### src/sfs_consts.svh
// Purpose: constants of the serial flash slave front end
// Assumes: included by package and modules by bare name
// Notes:   definitions only
`ifndef SFS_CONSTS_SVH
`define SFS_CONSTS_SVH
`define SFS_OP_WR_ENABLE  8'h06
`define SFS_OP_WR_DISABLE 8'h04
`define SFS_OP_RD_STATUS  8'h05
`define SFS_OP_WR_STATUS  8'h01
`define SFS_OP_READ       8'h03
`define SFS_OP_FAST_READ  8'h0B
`define SFS_OP_PROGRAM    8'h02
`define SFS_OP_PAGE_ERASE 8'h81
`define SFS_OP_SECT_ERASE 8'hD8
`define SFS_OP_BULK_ERASE 8'hC7
`define SFS_OP_SW_PROTECT 8'hB9
`define SFS_OP_RELEASE    8'hAB
`define SFS_GUARD_EN_BIT  7
`define SFS_WEN_BIT       1
`define SFS_BUSY_BIT      0
`define SFS_STATUS_RESET  8'h00
`define SFS_STATUS_WMASK  8'h8C
// idle pin levels: select, serial clock, data, pause, guard
`define SFS_PIN_IDLE      5'h13
`endif

### src/sfs_pkg.sv
// Purpose: types of the serial flash slave front end
// Assumes: sfs_consts.svh holds the numbers
// Notes:   none
`include "sfs_consts.svh"
package sfs_pkg;
	typedef enum logic [1:0] {
		SFS_OPCODE,
		SFS_ACTIVE,
		SFS_REJECT
	} sfs_phase_type;
endpackage : sfs_pkg

### src/sfs_front.sv
// Purpose: serial slave front end of a serial flash memory
// Assumes: link pins are asynchronous and sampled by clock_in
// Notes:   array operations are outside; opcodes are reported out
`timescale 1ns/100ps
`default_nettype none
`include "sfs_consts.svh"
module sfs_front (
	// clock and reset
	input  wire logic       clock_in,
	input  wire logic       rst_in,
	// serial link pins
	input  wire logic       device_select_n_in,
	input  wire logic       serial_clock_in,
	input  wire logic       serial_in_in,
	input  wire logic       pause_n_in,
	input  wire logic       write_guard_n_in,
	output logic            serial_out_out,
	output logic            serial_out_oe_out,
	// core side
	input  wire logic       busy_in,
	input  wire logic [7:0] read_data_in,
	output logic [7:0]      opcode_out,
	output logic            opcode_valid_out,
	output logic [7:0]      byte_out,
	output logic            byte_valid_out,
	output logic            read_req_out,
	output logic [7:0]      status_out,
	output logic            status_write_out,
	output logic            paused_out
);
	import sfs_pkg::*;

	typedef struct packed {
		logic          sck_prev;
		logic          sel_prev;
		logic          pause_prev;
		logic          guard_prev;
		logic          paused;
		sfs_phase_type phase;
		logic [2:0]    bit_count;
		logic [7:0]    shift_in;
		logic [7:0]    opcode;
		logic [7:0]    shift_out;
		logic          out_bit;
		logic          out_en;
		logic          wsr_ok;
		logic          wsr_got;
		logic [7:0]    status;
		logic          status_write;
		logic          opcode_valid;
		logic [7:0]    byte_data;
		logic          byte_valid;
		logic          read_req;
	} sfs_state_type;

	sfs_state_type state;
	sfs_state_type next_state;

	logic [4:0] pins;
	logic       sel_n;
	logic       sck;
	logic       sin;
	logic       pause_n;
	logic       guard_n;

	sfs_sync #(
		.WIDTH (5),
		.IDLE  (`SFS_PIN_IDLE)
	) u_sync (
		.clock_in (clock_in),
		.rst_in   (rst_in),
		.async_in ({device_select_n_in, serial_clock_in, serial_in_in,
		            pause_n_in, write_guard_n_in}),
		.sync_out (pins)
	);

	assign sel_n = pins[4];
	assign sck = pins[3];
	assign sin = pins[2];
	assign pause_n = pins[1];
	assign guard_n = pins[0];

	logic sck_rise;
	logic sck_fall;
	logic sel_fall;
	logic guard_fall;
	logic shifting;
	logic known_op;
	logic guarded;
	logic [7:0] in_byte;

	function automatic logic is_known(input logic [7:0] op);
		unique case (op)
			`SFS_OP_WR_ENABLE, `SFS_OP_WR_DISABLE, `SFS_OP_RD_STATUS,
			`SFS_OP_WR_STATUS, `SFS_OP_READ, `SFS_OP_FAST_READ,
			`SFS_OP_PROGRAM, `SFS_OP_PAGE_ERASE, `SFS_OP_SECT_ERASE,
			`SFS_OP_BULK_ERASE, `SFS_OP_SW_PROTECT,
			`SFS_OP_RELEASE: is_known = 1'b1;
			default: is_known = 1'b0;
		endcase
	endfunction : is_known

	always_comb begin
		sck_rise = sck & ~state.sck_prev;
		sck_fall = ~sck & state.sck_prev;
		sel_fall = ~sel_n & state.sel_prev;
		guard_fall = ~guard_n & state.guard_prev;
		// serial activity only while selected and not paused
		shifting = ~sel_n & ~state.paused;
		in_byte = {state.shift_in[6:0], sin};
		known_op = is_known(in_byte);
		// pin acts only with the enable bit set
		guarded = ~guard_n & state.status[`SFS_GUARD_EN_BIT];
	end

	always_comb begin
		next_state = state;
		next_state.sck_prev = sck;
		next_state.sel_prev = sel_n;
		next_state.pause_prev = pause_n;
		next_state.guard_prev = guard_n;
		next_state.opcode_valid = 1'b0;
		next_state.byte_valid = 1'b0;
		next_state.read_req = 1'b0;
		next_state.status_write = 1'b0;
		next_state.status[`SFS_BUSY_BIT] = busy_in;

		// while selected, pause enter/leave only when the serial clock is low
		if (sel_n) begin
			next_state.paused = 1'b0;
		end else if (~sck) begin
			next_state.paused = ~pause_n;
		end

		if (sel_n) begin
			// fresh command on next selection
			next_state.phase = SFS_OPCODE;
			next_state.bit_count = 3'h0;
			next_state.opcode = 8'h00;
			next_state.out_en = 1'b0;
			next_state.wsr_ok = 1'b0;
			next_state.wsr_got = 1'b0;
			// deselect ends a complete status write
			if (state.wsr_got && state.wsr_ok) begin
				next_state.status_write = 1'b1;
			end
		end else if (sel_fall) begin
			next_state.phase = SFS_OPCODE;
			next_state.bit_count = 3'h0;
		end else if (shifting) begin
			if (sck_rise && state.phase != SFS_REJECT) begin
				next_state.shift_in = in_byte;
				next_state.bit_count = state.bit_count + 3'h1;
				if (state.bit_count == 3'h7) begin
					if (state.phase == SFS_OPCODE) begin
						next_state.opcode = in_byte;
						next_state.opcode_valid = known_op;
						next_state.phase = known_op ? SFS_ACTIVE : SFS_REJECT;
						next_state.wsr_ok = (in_byte == `SFS_OP_WR_STATUS) &
							~guarded;
						next_state.read_req = 1'b1;
						next_state.shift_out = state.status;
					end else begin
						next_state.byte_data = in_byte;
						next_state.byte_valid = 1'b1;
						next_state.read_req = 1'b1;
						if (state.opcode == `SFS_OP_WR_STATUS && !state.wsr_got) begin
							next_state.wsr_got = 1'b1;
						end
						next_state.shift_out = (state.opcode == `SFS_OP_RD_STATUS) ?
							state.status : read_data_in;
					end
				end
			end
			if (sck_fall && state.phase == SFS_ACTIVE) begin
				next_state.out_bit = state.shift_out[7];
				next_state.shift_out = {state.shift_out[6:0], 1'b0};
				next_state.out_en = 1'b1;
			end
			if (state.phase == SFS_REJECT) begin
				next_state.out_en = 1'b0;
			end
		end
		// pin fall while selected abandons the write when the enable bit is set, paused or not
		if (~sel_n && guard_fall && state.status[`SFS_GUARD_EN_BIT] &&
		    state.opcode == `SFS_OP_WR_STATUS) begin
			next_state.wsr_ok = 1'b0;
		end
		// bit count, shift state and opcode held unchanged during pause
		if (state.status_write) begin
			next_state.status = (state.status & ~`SFS_STATUS_WMASK) |
				(state.byte_data & `SFS_STATUS_WMASK);
		end
	end

	always_ff @(posedge clock_in or posedge rst_in) begin
		if (rst_in) begin
			state <= '{sck_prev: 1'b0, sel_prev: 1'b1, pause_prev: 1'b1,
				guard_prev: 1'b1, phase: SFS_OPCODE,
				status: `SFS_STATUS_RESET, default: '0};
		end else begin
			state <= next_state;
		end
	end

	assign serial_out_out = state.out_bit;
	// float while deselected, paused or rejected
	assign serial_out_oe_out = state.out_en & ~sel_n & ~state.paused;
	assign opcode_out = state.opcode;
	assign opcode_valid_out = state.opcode_valid;
	assign byte_out = state.byte_data;
	assign byte_valid_out = state.byte_valid;
	assign read_req_out = state.read_req;
	assign status_out = state.status;
	assign status_write_out = state.status_write;
	assign paused_out = state.paused;

	property p_deselect_float;
		@(posedge clock_in) disable iff (rst_in)
		sel_n |=> (!state.out_en && !serial_out_oe_out);
	endproperty
	a_deselect_float: assert property (p_deselect_float)
		else $error("serial_out driven while deselected");

	property p_pause_float;
		@(posedge clock_in) disable iff (rst_in)
		state.paused |-> !serial_out_oe_out;
	endproperty
	a_pause_float: assert property (p_pause_float)
		else $error("serial_out driven during pause");

	property p_pause_keeps;
		@(posedge clock_in) disable iff (rst_in)
		(state.paused && !sel_n) |=> $stable(state.bit_count);
	endproperty
	a_pause_keeps: assert property (p_pause_keeps)
		else $error("bit position changed during pause");

	property p_reject_quiet;
		@(posedge clock_in) disable iff (rst_in)
		(state.phase == SFS_REJECT && !sel_n && !sel_fall)
			|=> $stable(state.shift_in);
	endproperty
	a_reject_quiet: assert property (p_reject_quiet)
		else $error("input accepted after invalid opcode");

	property p_deselect_clear;
		@(posedge clock_in) disable iff (rst_in)
		sel_n |=> (state.bit_count == 3'h0 && state.phase == SFS_OPCODE);
	endproperty
	a_deselect_clear: assert property (p_deselect_clear)
		else $error("deselect did not clear command state");

	property p_guard_block;
		@(posedge clock_in) disable iff (rst_in)
		(state.opcode_valid && state.opcode == `SFS_OP_WR_STATUS &&
		 $past(guarded)) |-> !state.wsr_ok;
	endproperty
	a_guard_block: assert property (p_guard_block)
		else $error("status write allowed while guarded");

	property p_pause_enter;
		@(posedge clock_in) disable iff (rst_in)
		(!sel_n && !pause_n && !sck) |=> state.paused;
	endproperty
	a_pause_enter: assert property (p_pause_enter)
		else $error("pause not entered with clock low");

	property p_pause_leave;
		@(posedge clock_in) disable iff (rst_in)
		(!sel_n && pause_n && !sck) |=> !state.paused;
	endproperty
	a_pause_leave: assert property (p_pause_leave)
		else $error("pause not left with clock low");

	property p_reject_float;
		@(posedge clock_in) disable iff (rst_in)
		(state.phase == SFS_REJECT) |-> !serial_out_oe_out;
	endproperty
	a_reject_float: assert property (p_reject_float)
		else $error("serial_out driven after invalid opcode");

	property p_opcode_active;
		@(posedge clock_in) disable iff (rst_in)
		state.opcode_valid |-> (state.phase == SFS_ACTIVE);
	endproperty
	a_opcode_active: assert property (p_opcode_active)
		else $error("valid opcode did not start the command");

	property p_take_bit;
		@(posedge clock_in) disable iff (rst_in)
		(sck_rise && shifting && !sel_fall && state.phase != SFS_REJECT)
			|=> (state.shift_in[0] == $past(sin));
	endproperty
	a_take_bit: assert property (p_take_bit)
		else $error("serial_in not taken at clock rise");

	property p_count_bit;
		@(posedge clock_in) disable iff (rst_in)
		(sck_rise && shifting && !sel_fall && state.phase != SFS_REJECT)
			|=> (state.bit_count == $past(state.bit_count) + 3'h1);
	endproperty
	a_count_bit: assert property (p_count_bit)
		else $error("bit position not advanced at clock rise");

	property p_shift_out;
		@(posedge clock_in) disable iff (rst_in)
		(sck_fall && shifting && !sel_fall && state.phase == SFS_ACTIVE)
			|=> (state.out_bit == $past(state.shift_out[7]));
	endproperty
	a_shift_out: assert property (p_shift_out)
		else $error("output bit not shifted at clock fall");

	property p_deselect_quiet;
		@(posedge clock_in) disable iff (rst_in)
		sel_n |=> (!state.opcode_valid && !state.byte_valid);
	endproperty
	a_deselect_quiet: assert property (p_deselect_quiet)
		else $error("serial activity taken while deselected");

	property p_write_commit;
		@(posedge clock_in) disable iff (rst_in)
		(sel_n && state.wsr_got && state.wsr_ok) |=> state.status_write;
	endproperty
	a_write_commit: assert property (p_write_commit)
		else $error("complete status write not committed");

	property p_guard_abandon;
		@(posedge clock_in) disable iff (rst_in)
		(!sel_n && guard_fall && state.status[`SFS_GUARD_EN_BIT] &&
		 state.opcode == `SFS_OP_WR_STATUS) |=> !state.wsr_ok;
	endproperty
	a_guard_abandon: assert property (p_guard_abandon)
		else $error("status write kept after guard pin fall");
endmodule : sfs_front
`default_nettype wire

### src/sfs_sync.sv
// Purpose: two-flop synchroniser for the five pins of the link
// Assumes: inputs are asynchronous to clock_in
// Notes:   reset value is the idle pin level
`timescale 1ns/100ps
`default_nettype none
module sfs_sync #(
	parameter int WIDTH = 5,
	parameter logic [WIDTH-1:0] IDLE = '1
) (
	// clock and reset
	input  wire logic             clock_in,
	input  wire logic             rst_in,
	// pins
	input  wire logic [WIDTH-1:0] async_in,
	output logic      [WIDTH-1:0] sync_out
);
	typedef struct packed {
		logic [WIDTH-1:0] first;
		logic [WIDTH-1:0] second;
	} sfs_sync_state_type;

	sfs_sync_state_type state;
	sfs_sync_state_type next_state;

	always_comb begin
		next_state.first = async_in;
		next_state.second = state.first;
	end

	always_ff @(posedge clock_in or posedge rst_in) begin
		if (rst_in) begin
			state <= {IDLE, IDLE};
		end else begin
			state <= next_state;
		end
	end

	assign sync_out = state.second;
endmodule : sfs_sync
`default_nettype wire

### config.mk
export PLATFORM = sky130hd
export DESIGN_NAME = sfs_front
export DESIGN_NICKNAME = d
export VERILOG_FILES = /design/src/sfs_pkg.sv /design/src/sfs_front.sv /design/src/sfs_sync.sv
export VERILOG_INCLUDE_DIRS = /design/src
export SDC_FILE = /design/constraint.sdc
export NUM_CORES = 1
export LEC_CHECK = 0
export ABC_AREA = 0
export BUFFER_PORTS_ARGS = -buffer_cell sky130_fd_sc_hd__buf_2
export CELL_PAD_IN_SITES_DETAIL_PLACEMENT = 1
export CELL_PAD_IN_SITES_GLOBAL_PLACEMENT = 2
export CORE_MARGIN = 8
export CORE_UTILIZATION = 37
export DETAILED_ROUTE_END_ITERATION = 7
export PLACE_DENSITY_LB_ADDON = 0.12
export SLEW_MARGIN = 20
export SYNTH_ARGS = -nofsm -noshare
export SYNTH_HDL_FRONTEND = slang
export SYNTH_SLANG_ARGS = --single-unit
export TNS_END_PERCENT = 20
### constraint.sdc
create_clock -name clock_in -period 2.4 [get_ports clock_in]
set_input_delay 0.48 -clock clock_in [delete_from_list [all_inputs] [get_ports clock_in]]
set_output_delay 0.48 -clock clock_in [all_outputs]
set_load 0.05 [all_outputs]
**Word level (Yosys, flattened, before mapping)**

Cells that the tools add are included.

- Equality and inequality tests: 22
- Reduce and logical (&&, ||, !) cells: 36
- Add/sub/neg operators: 1
- Bitwise operators: 19
- Mux-type cells: 35

Operators by type and width:

| operator | count |
|---|---|
| $mux W11 | 5 |
| $eq A8 B8 Y1 const B | 5 |
| $mux W33 | 1 |
| $eq A8 B3 Y1 const B | 4 |
| $mux W8 | 4 |
| $mux W29 | 1 |
| $reduce_bool A3 Y1 | 9 |
| $mux W20 | 1 |
| $eq A8 B1 Y1 const B | 2 |
| $eq A8 B2 Y1 const B | 2 |
| $mux W16 | 1 |
| $reduce_and A5 Y1 | 3 |
| $reduce_bool A2 Y1 | 7 |
| $mux W1 | 12 |
| $reduce_and A4 Y1 | 3 |
| $reduce_and A6 Y1 | 2 |
| $reduce_or A12 Y1 | 1 |
| $mux W10 | 1 |
| $mux W2 | 5 |
| $mux W5 | 2 |
| $and A1 B1 Y1 | 9 |
| $mux W9 | 1 |
| $not A1 Y1 | 9 |
| $eq A8 B4 Y1 const B | 1 |
| 14 further kinds | 22 |

- Bits in registers: 67
- Word-level logic and storage cells: 135
- Input port bits: 16

**Longest topological paths before layout**

- Word-level depth: 13
- Depth in mapped cells: 6
- Mapped depth without buffers: 6

**By module**

Synthesis repeated with hierarchy kept, for this count alone.

- Cells, all modules: 242
- Area total of the unflattened synthesis: 2753.9 um2

Modules (own cells, without submodules):

| module | area an instance (um2) | cells an instance | seq. area each (um2) | times used |
|---|---|---|---|---|
| sfs_front | 2492.4 | 231 | 1303.8 | 1 |
| sfs_sync | 261.5 | 11 | 257.7 | 1 |

**Worst setup path before layout**

Ideal clock, no wire load.

- Path kind: reg-to-output
- Start: register state, in the netlist paused_out
- End: output serial_out_oe_out
- Arrival: 1.855 ns
- Setup slack: 0.065 ns
- Required time: 1.920 ns
- Buffers on the path: 0
- Stages on the path, launching flop included: 2
- Cell sequence: dfrtp_1 > nor3b_1

- Cells in the longest elaborated chain, start to end: 2

RTL lines:

| element | line | source |
|---|---|---|
| from (decl) | sfs_front.sv:56 | `sfs_state_type state;` |
| from (signal assigned) | sfs_front.sv:198 | `state <= '{sck_prev: 1'b0, sel_prev: 1'b1, pause_prev: 1'b1,` |
| from (signal assigned) | sfs_front.sv:202 | `state <= next_state;` |
| $not A1 Y1 | sfs_front.sv:208 | `assign serial_out_oe_out = state.out_en & ~sel_n & ~state.paused;` |
| $and A1 B1 Y1 | sfs_front.sv:208 |  |
| to (decl) | sfs_front.sv:18 | `output logic serial_out_oe_out,` |

No other way between the ends.

**Final worst setup path**

- Start: register state[48] (netlist name)
- End: register state, in the netlist opcode_out[6]

- Cells in the longest elaborated chain, start to end: 3

RTL lines:

| element | line | source |
|---|---|---|
| $eq A3 B3 Y1 | sfs_front.sv:154 | `if (state.bit_count == 3'h7) begin` |
| $reduce_bool A2 Y1 (no line) | -- |  |
| $reduce_and A5 Y1 (no line) | -- |  |

No other way between the ends.
A chain may end at the register's enable or synchronous reset.

==> results.yml <==
die:
  die_area_sq_um: 10810
  core-area_sq_um: 7607
  chipWidth_um: 104.0
  ioPinCount: 47
  floorplan.rows: 32
  floorplan.initialDensity_pct: 37.63
  die_height_um: 104.0
drt:
  detail-route-antenna-nets: 0
  drt_wl_total_um: 6391
  detail_route.first_pass.iterations: 4
  route.detailed.vias_per_inst: 5.182
  drt-wirelength-per-cell_um: 17.37
  drt-initial-drc-count: 58
  detailed_route_drc_error_count: 0
  dr_total_vias: 1907
pwr:
  cellPowerDensity_nw_per_um2: 792.4
  worst_ir_drop_vdd_mv: 0.3868
  leakage_power_summed_over_all_cells_nw: 1.581
sta:
  unrepaired_setup_endpoints_after_global_routing: "false"
  timing.setup.tns_ns: 0
  timing.hold.ws_ns: 0.1845
  report.final.setup_viol: 0
  final.period_utilization_pct: 84.53
  drv_slew: 0
  report.final.hold_viol_count: 0
  maxClockFrequency_mhz: 492.9
  min_period_ns: 2.029
  finClkSkew_ns: 0.004586
  fin_ws_ns: 0.3713
  tightestPinTransition_ns: 0.5771
  relSlewSlack_pct: 61.23
yosys:
  yosysUniqueCellTypes: 53
  synth_warnings: 0
  async_reset_ff_share_pct: 100.0
  synth_area_per_cell_sq_um: 12.08
  synth_cells: 237
  synth_area_leaders: "dfrtp_1 (47%), mux2_2 (7.9%), dfstp_2 (7.3%)"
  synthesis.area_sq_um: 2863
  synth_top_cell_by_area: "dfrtp_1"
  ys_ff_latch: 62
  synth_common_cells: "dfrtp_1 (54), buf_4 (25), mux2_2 (20), nand2_1 (14), nor2_1 (11)"
  post-synth-top-count-cell: "dfrtp_1"
  synth-seq-area-share_pct: 54.55
  post-synth-top-area-fraction_pct: 47.20
  synth_edf_count: 0
  synth_ff_type: "dfrtp_1"
global_route:
  grt.overflow.total: 0
  grt_pass1_vias: 2035
  number_of_antenna_violations_at_the_first_check_in_global_routing: 0
  grt_pass1_wl_um: 10960
  grt_start_max_net_pins: 63
  global_route.usage.total_pct: 12.59
placement:
  io_buffer_count: 42
  pre_cts_slack_ns: 0.3739
  place.gp.congestion: 0.7304
  hpwl_um: 4529
clock_tree:
  cts_tree: "done"
  worst_skew_pair.late_latency_ns: 0.33
  cts-buffers-inserted: 9
  post_cts_hold_buffers: 0
  cts.sinks: 62
  cts_setup_buffers: 0
  clk_root_buffer_cell: "clkbuf_8"
  max-clock-path-buffers: 2
  h_tree_depth: 3
  worst_setup_hold_path_clk_slew_ns: 0.07
  postCtsResizedCells: 0
layout:
  num-nets-final: 279
  fillers: 822
  insertedDiodeCount: 0
  growth_of_design_area_from_synthesis_to_finish_pct: 14.86
  post_route_cells_drive_above_1_share_pct: 37.59
worst_hold_path:
  worstHoldPathType: "in2async"
critical_path:
  timing.reg2reg.worst_path_depth: 5
  worstSetupStartpointType: "register"
  worst-setup-path-type: "reg2reg"
  crit_reg_reg_startpoint: "state[48]$_DFFE_PP0P_"
  critical_path.max_fanout: 9
  r2r_slack_ns: 0.37
  critical_path.endpoint_type: "register"
  timing.critical_path.required_ns: 2.67
  worstPathArrival_ns: 2.30
  crit-reg2reg-capture: "opcode_out[6]$_DFFE_PP0P_"
flow_run:
  cap_violations: 0
run_status:
  status: "finished clean"
[power by group]
group,switching (W),internal (W)
Sequential,0.0000973,0.00109
Combinational,0.000100,0.0000901
Clock,0.000407,0.000821
Total,0.000604,0.00200
[stage by stage]
| step | power (W) | utilization, % | cells | cell area [sq um] |
|---|---|---|---|---|
| floorplan | 0.001334 | - | 240 | 2874 |
| finish | 0.002605 | 43.22 | 368 | 3288 |
| global placement | 0.001396 | 39.67 | 352 | 3018 |
| detailed placement | 0.001399 | 39.67 | 352 | 3018 |
| global route | 0.002708 | 43.22 | 368 | 3288 |
| CTS | 0.002640 | 43.22 | 368 | 3288 |
[final cells by class]
cell class	count	area (sq um)	share of cell area [%]
flip-flops and latches	62	1562	47.49
repair buffers	45	245.2	7.458
clock inverters	6	132.6	4.033
multi-input cells	135	1054	32.04
well taps	102	127.6	3.881
clock buffers	10	137.6	4.186
inverters	8	30.03	0.9132
[flip-flops by register name, summed over array words and instances, names as in the netlist]
name               cells
paused_out             1
status_write_out       1
state                 19
status_out             4
u_sync.next_state      5
opcode_out             8
serial_out_out         1
read_req_out           1
in_byte                7
u_sync.sync_out        5
opcode_valid_out       1
byte_out               8
byte_valid_out         1
[how the worst max path moves through the flow]
| stage | startpoint | to | slack (ns) |
|---|---|---|---|
| 4_1_cts | state[48]$_DFFE_PP0P_ | opcode_out[6]$_DFFE_PP0P_ | 0.32 |
| 3_5_place_dp | state[48]$_DFFE_PP0P_ | opcode_out[3]$_DFFE_PP0P_ | 0.37 |
| 3_3_place_gp | state[48]$_DFFE_PP0P_ | opcode_out[2]$_DFFE_PP0P_ | 0.45 |
| 5_1_grt | state[48]$_DFFE_PP0P_ | opcode_out[6]$_DFFE_PP0P_ | 0.20 |
| 6_report | state[48]$_DFFE_PP0P_ | opcode_out[6]$_DFFE_PP0P_ | 0.37 |
| 2_1_floorplan | paused_out$_DFFE_PP0P_ | serial_out_oe_out | 0.07 |
[layer usage]
metal / up-vias / wire (um) / track usage, %
li1: 886 / - / -
met1: 967 / 3213 / 17.30
met3: 12 / 252 / 3.408
met2: 42 / 2791 / 17.60
met4: 0 / 133 / 6.515
met5: - / 0 / 0
[kinds of logic after synthesis]
kind of cell / Yosys count / share of synthesized area, %
flip-flops: 62 / 54.55
adder cells (fa/ha/maj): 2 / 0.8740
AO/OA/AOI/OAI: 37 / 10.71
multiplexers: 22 / 8.567
XOR/XNOR: 1 / 0.3060
AND/OR/NAND/NOR: 69 / 15.82
buffers and inverters: 43 / 9.047
other: 1 / 0.1310
[cells in the final DEF, fill, tap and decap left out, types with 3 or more instances in the layout]
| cell | synthesis | routed |
|---|---|---|
| dfrtp_1 | 54 | 54 |
| buf_2 | 1 | 42 |
| mux2_2 | 20 | 20 |
| nand2_1 | 14 | 14 |
| nor2_1 | 11 | 11 |
| a22o_1 | 10 | 10 |
| clkbuf_8 | 0 | 10 |
| nor3_1 | 9 | 9 |
| dfstp_2 | 8 | 8 |
| inv_1 | 8 | 7 |
| nand3_1 | 5 | 5 |
| and3_1 | 4 | 4 |
| conb_1 | 1 | 4 |
| bufinv_16 | 0 | 4 |
| nor4_1 | 3 | 3 |
| nor3b_1 | 3 | 3 |
| o22a_1 | 3 | 3 |
| a32oi_1 | 3 | 3 |
| a221o_1 | 3 | 3 |
[critical path: stages (launching register included)]
cell	delay [ns]
dfrtp_1	0.38
ha_1	0.17
ha_1	0.21
or4b_4	0.52
nor4_4	0.44
a22o_1	0.24
Power figures use the tool's default switching activity.
